===== src/xoe_unused.sv =====
`default_nettype none
`default_nettype wire


===== src/xoe_pkg.sv =====
`default_nettype none
package xoe_pkg;
  // ****************************************
  // Opcode patterns.
  // ****************************************
  localparam logic [7:0] XOE_OP_XOR_LIT     = 8'h0A;
  localparam logic [5:0] XOE_OP_XOR_FILE    = 6'h06;
  localparam logic [7:0] XOE_OP_ADD_PTR     = 8'hE8;
  localparam logic [7:0] XOE_OP_SUB_PTR     = 8'hE9;
  localparam logic [1:0] XOE_PTR_SEL_THIRD  = 2'h3;
  localparam logic [7:0] XOE_INDEX_MAX      = 8'h5F;
  localparam logic [7:0] XOE_ACCESS_SFR_LO  = 8'h60;
  localparam logic [5:0] XOE_ACCESS_SFR_BNK = 6'h3F;
  // ****************************************
  // Reset values and field positions.
  // ****************************************
  localparam logic [7:0]  XOE_ACC_RST  = 8'h00;
  localparam logic [13:0] XOE_PTR_RST  = 14'h0000;
  localparam int          XOE_BIT_DEST = 9;
  localparam int          XOE_BIT_BANK = 8;
  localparam int          XOE_BIT_NEG  = 7;
  typedef enum logic [1:0] {
    XOE_ST_RUN    = 2'b00,
    XOE_ST_RETURN = 2'b01
  } xoe_state_type;
endpackage : xoe_pkg
`default_nettype wire


===== src/xoe_core.sv =====
// Behaviour
// - Literal XOR into accumulator, flags updated
// - File XOR with accumulator, one cycle
// - Destination bit selects accumulator or file
// - Bank bit selects access or banked RAM
// - Access below 0x60 with extension: indexed offset
// - Extension disabled unless fuse bit set
// - Third pointer add/subtract then return
// - Extended ops are pointer literal operations
// - Stack add/sub return: two cycles, flags kept
`default_nettype none
module xoe_core
  import xoe_pkg::*;
(
  // Clock and reset.
  input  wire logic        ref_clk,
  input  wire logic        rst_b,
  // Instruction stream.
  input  wire logic        instr_valid,
  input  wire logic [15:0] instr_word,
  input  wire logic        extension_enable_fuse,
  input  wire logic [5:0]  bank_select_register,
  // Data memory port.
  input  wire logic [7:0]  file_rdata,
  output var  logic [13:0] file_addr,
  output var  logic [7:0]  file_wdata,
  output var  logic        file_we,
  // Core state.
  output var  logic [7:0]  accumulator,
  output var  logic        neg_flag,
  output var  logic        zero_flag,
  output var  logic [13:0] third_indirect_pointer,
  output var  logic        return_strobe,
  output var  logic        busy
);
  import xoe_pkg::*;
  // ****************************************
  // Combinational decode.
  // ****************************************
  logic        is_xor_lit;
  logic        is_xor_file;
  logic        is_ptr_add;
  logic        is_ptr_sub;
  logic        ext_on;
  logic        indexed;
  logic [13:0] op_addr;
  logic [7:0]  xor_res;
  logic        accept;

  xoe_state_type state_reg;
  xoe_state_type state_next;
  logic [7:0]  acc_reg;
  logic [7:0]  acc_next;
  logic        neg_reg;
  logic        neg_next;
  logic        zero_reg;
  logic        zero_next;
  logic [13:0] ptr_reg;
  logic [13:0] ptr_next;
  logic [13:0] addr_reg;
  logic [13:0] addr_next;
  logic [7:0]  wdata_reg;
  logic [7:0]  wdata_next;
  logic        we_reg;
  logic        we_next;
  logic        ret_reg;
  logic        ret_next;

  always_comb begin
    ext_on      = extension_enable_fuse;
    accept      = instr_valid && (state_reg == XOE_ST_RUN);
    is_xor_lit  = accept && (instr_word[15:8] == XOE_OP_XOR_LIT);
    is_xor_file = accept && (instr_word[15:10] == XOE_OP_XOR_FILE);
    is_ptr_add  = accept && ext_on && (instr_word[15:8] == XOE_OP_ADD_PTR)
                  && (instr_word[7:6] == XOE_PTR_SEL_THIRD);
    is_ptr_sub  = accept && ext_on && (instr_word[15:8] == XOE_OP_SUB_PTR)
                  && (instr_word[7:6] == XOE_PTR_SEL_THIRD);
    indexed     = ext_on && !instr_word[XOE_BIT_BANK]
                  && (instr_word[7:0] <= XOE_INDEX_MAX);
    if (indexed) begin
      op_addr = ptr_reg + {6'h00, instr_word[7:0]};
    end else if (instr_word[XOE_BIT_BANK]) begin
      op_addr = {bank_select_register, instr_word[7:0]};
    end else if (instr_word[7:0] >= XOE_ACCESS_SFR_LO) begin
      op_addr = {XOE_ACCESS_SFR_BNK, instr_word[7:0]};
    end else begin
      op_addr = {6'h00, instr_word[7:0]};
    end
    if (is_xor_lit) begin
      xor_res = acc_reg ^ instr_word[7:0];
    end else begin
      xor_res = acc_reg ^ file_rdata;
    end
  end

  // ****************************************
  // Next state.
  // ****************************************
  always_comb begin
    state_next = XOE_ST_RUN;
    acc_next   = acc_reg;
    neg_next   = neg_reg;
    zero_next  = zero_reg;
    ptr_next   = ptr_reg;
    addr_next  = addr_reg;
    wdata_next = wdata_reg;
    we_next    = 1'b0;
    ret_next   = 1'b0;
    unique case (state_reg)
      XOE_ST_RUN: begin
        if (is_xor_lit || is_xor_file) begin
          neg_next  = xor_res[XOE_BIT_NEG];
          zero_next = (xor_res == 8'h00);
          wdata_next = xor_res;
          if (is_xor_file) begin
            addr_next = op_addr;
          end
          if (is_xor_file && instr_word[XOE_BIT_DEST]) begin
            we_next = 1'b1;
          end else begin
            acc_next = xor_res;
          end
        end else if (is_ptr_add) begin
          ptr_next   = ptr_reg + {8'h00, instr_word[5:0]};
          state_next = XOE_ST_RETURN;
        end else if (is_ptr_sub) begin
          ptr_next   = ptr_reg - {8'h00, instr_word[5:0]};
          state_next = XOE_ST_RETURN;
        end
      end
      XOE_ST_RETURN: begin
        ret_next = 1'b1;
      end
      default: begin
        state_next = XOE_ST_RUN;
      end
    endcase
  end

  // ****************************************
  // Registers.
  // ****************************************
  always_ff @(posedge ref_clk) begin
    if (!rst_b) begin
      state_reg <= XOE_ST_RUN;
      acc_reg   <= XOE_ACC_RST;
      neg_reg   <= 1'b0;
      zero_reg  <= 1'b0;
      ptr_reg   <= XOE_PTR_RST;
      addr_reg  <= XOE_PTR_RST;
      wdata_reg <= XOE_ACC_RST;
      we_reg    <= 1'b0;
      ret_reg   <= 1'b0;
    end else begin
      state_reg <= state_next;
      acc_reg   <= acc_next;
      neg_reg   <= neg_next;
      zero_reg  <= zero_next;
      ptr_reg   <= ptr_next;
      addr_reg  <= addr_next;
      wdata_reg <= wdata_next;
      we_reg    <= we_next;
      ret_reg   <= ret_next;
    end
  end

  assign accumulator            = acc_reg;
  assign neg_flag               = neg_reg;
  assign zero_flag              = zero_reg;
  assign third_indirect_pointer = ptr_reg;
  assign file_addr              = addr_reg;
  assign file_wdata             = wdata_reg;
  assign file_we                = we_reg;
  assign return_strobe          = ret_reg;
  assign busy                   = (state_reg == XOE_ST_RETURN);
endmodule : xoe_core
`default_nettype wire


===== config.mk =====
export PLATFORM = sky130hd
export DESIGN_NAME = xoe_core
export DESIGN_NICKNAME = d
export VERILOG_FILES = /design/src/xoe_unused.sv /design/src/xoe_pkg.sv /design/src/xoe_core.sv
export SDC_FILE = /design/constraint.sdc
export NUM_CORES = 1
export LEC_CHECK = 0
export BUFFER_PORTS_ARGS = -buffer_cell sky130_fd_sc_hd__buf_2
export CORE_UTILIZATION = 54
export CTS_CLUSTER_DIAMETER = 150
export CTS_CLUSTER_SIZE = 8
export DETAILED_ROUTE_END_ITERATION = 8
export HOLD_SLACK_MARGIN = 0.1
export PLACE_DENSITY_LB_ADDON = 0.05
export SYNTH_ARGS = -nofsm -noshare
export SYNTH_HDL_FRONTEND = slang
export SYNTH_SLANG_ARGS = --single-unit

===== constraint.sdc =====
create_clock -name ref_clk -period 4.7 [get_ports ref_clk]
set_input_delay 0.47 -clock ref_clk [delete_from_list [all_inputs] [get_ports ref_clk]]
set_output_delay 0.47 -clock ref_clk [all_outputs]
set_load 0.005 [all_outputs]

==> impl_metrics.toml <==
[drt]
post_drt_wl_per_cell_um = 15.1
vias = 3266
first_iter_violations = 165
first_pass_iters = 5
vias_per_cell = 5.90
postRouteAntennaNets = 0
drc = 0
drt-total-wl_um = 8360

[floorplan]
ios = 83
coreArea_mm2 = 0.00589
die_w_um = 80.1
die_area_mm2 = 0.00641
num_rows = 28
die_h_um = 80.1
initial_core_util_pct = 55.9

[power_and_ir_drop]
leakage_uw = 0.00166
max-vdd-ir-drop_mv = 0.112
finalPower_uw = 814
powerDensity_mw_per_mm2 = 211

[finish]
n_antenna_cell = 0
drive_gt1_share_pct = 21.1
fillCellCount = 533
nets = 536
final_cell_area_mm2 = 0.00387
syn_to_final_growth_pct = 17.5

[placed_design]
pre_cts_ws_ps = 679
gp_congestion = 0.863
numPortBuffers = 82
place_area_mm2 = 0.00375
post-dp-hpwl_um = 6350

[logic_synthesis]
synth_commonest_cells = "dfxtp_1 (48), a21oi_1 (40), nand2_1 (30)"
synth_area_leaders = "dfxtp_1 (29%), ha_1 (8.4%), a21oi_1 (6.1%)"
synthArstFlopShare_pct = 0
yosysTopAreaCellShare_pct = 29.2
synth_nets = 462
yosys.area.top_type = "dfxtp_1"
avgSynthCellArea_um2 = 8.14
syn_area_mm2 = 0.00329
yosysUniqueCellTypes = 56
seq_area_frac_synth_pct = 29.2
synth_edf_count = 0
synthCells = 404
synth_ff_type = "dfxtp_1"
yosysWarnings = 0
ys_ff_latch = 48
yosys.cell_count.top_type = "dfxtp_1"

[setup_path]
r2r-start = "state_reg[0]"
critical_path_class = "in2reg"
arrival_ps = 3880
reg2reg_to = "third_indirect_pointer[12]"
crit_path_start_kind = "primary input"
cp.required_ps = 4850
r2r_cells = 12
regToRegSetupSlack_ps = 1160
cp-end-kind = "register"
cp_max_fo = 9

[clocking]
cts.path.max_buffers = 2
clk_pin_slew_ps = 90
root_buffer = "clkbuf_8"
postCtsSetupRepairBufs = 0
htreeDepth = 2
clock-sinks = 48
cts_resized = 0
cts_hold_buffers = 0
numCtsBuffers = 5
clkLatencyLatePin_ps = 310
cts_tree = "built"

[global_route]
grt_pass1_wl_um = 13600
track_usage_pct = 26.9
first_global_vias = 2915
antenna_found_initial = 0
grt-ovfl-total = 0
grt_max_degree = 39

[timing]
period_minus_slack_ps = 3740
hold_viol = 0
min_period_over_period_pct = 79.5
maxSlewViolCount = 0
final-setup-viol-count = 0
finalClockSkew_ps = 10.3
tightest_slew_ps = 922
rsz0062_at_grt = "no"
final.setup.tns_ps = 0
finalWorstSetupSlack_ps = 965
fmax_ghz = 0.268
relSlewSlack_pct = 38.1

[worst_hold_path]
hp-class = "in2reg"
hold_depth = 2
hold_start = "instr_word[9]"
holdPathEnd = "file_we"

[outcome]
outcome = "finished clean"

[job]
maxCapViolCount = 0
[report_power, final]
group | internal (uW) | switching [uW]
clock | 161 | 152
combinational | 35.9 | 56.8
sequential | 408 | 1.03
total | 604 | 210
[critical path, stage by stage]
cell      delay [ps]
buf_2            110
or3b_1           510
or4_1            610
nor2_4           220
mux2_2           380
inv_1             80
fa_1             200
nor2b_1           60
o21a_1           170
o21ai_0          310
a21oi_1          190
a311oi_1         400
o221ai_1         170
[cell families after synthesis]
family / Yosys count / synth area share, %
AOI/OAI and AO/OA: 117 / 22.6
DFF: 48 / 29.2
adders and majority gates: 24 / 9.59
buffers and inverters: 34 / 4.26
muxes: 17 / 5.25
and+or+nand+nor: 142 / 23.3
xor gates and xnor gates: 22 / 5.86
[metrics by stage]
step / std cells / utilization (%) / hold WS, ps
4_1_cts: 554 / 65.7 / 468
3_5_place_dp: 546 / 63.7 / 459
5_1_grt: 554 / 65.7 / 476
3_3_place_gp: 546 / 63.7 / 453
6_report: 554 / 65.7 / 467
2_1_floorplan: 404 / - / 450
[cell usage in the layout, fill, tap and decap left out, drive strengths merged, types with 9 or more instances in the layout]
master / count
o21ai: 22
a21o: 9
nor2: 26
inv: 16
dfxtp: 48
a31oi: 9
nand3: 14
nor2b: 11
xnor2: 18
nor3: 12
ha: 22
mux2i: 15
a21oi: 40
nand2: 30
buf: 85
or3: 12
[worst max-delay path by stage]
stage          slack [ps]  cells past startpoint                          to           start
6_report              960                     13  third_indirect_pointer[12]  instr_word[10]
4_1_cts              1010                     13  third_indirect_pointer[12]  instr_word[10]
3_5_place_dp          680                     13  third_indirect_pointer[12]  instr_word[10]
3_3_place_gp          790                     13  third_indirect_pointer[12]  instr_word[10]
5_1_grt               760                     13  third_indirect_pointer[12]  instr_word[10]
2_1_floorplan        1080                     13  third_indirect_pointer[13]  instr_word[10]
[cell type report]
type                       instances  area (um^2)  area share, %
inverter                          16         60.1           1.55
sequential                        48          961           24.9
clock buffer                       5         68.8           1.78
multi-input combinational        322         2200           57.0
timing repair buffer              85          433           11.2
clock inverter                     3         47.5           1.23
tap                               75         93.8           2.43
[layer usage]
metal,up-vias,part of all wire (%),GRT usage (%)
met5,-,0,0
met4,0,1.0,5.89
met3,9,5.5,3.41
met2,96,46,46.3
met1,1523,47,35.8
li1,1638,-,-
No activity file was read; power rests on OpenSTA's default activity.
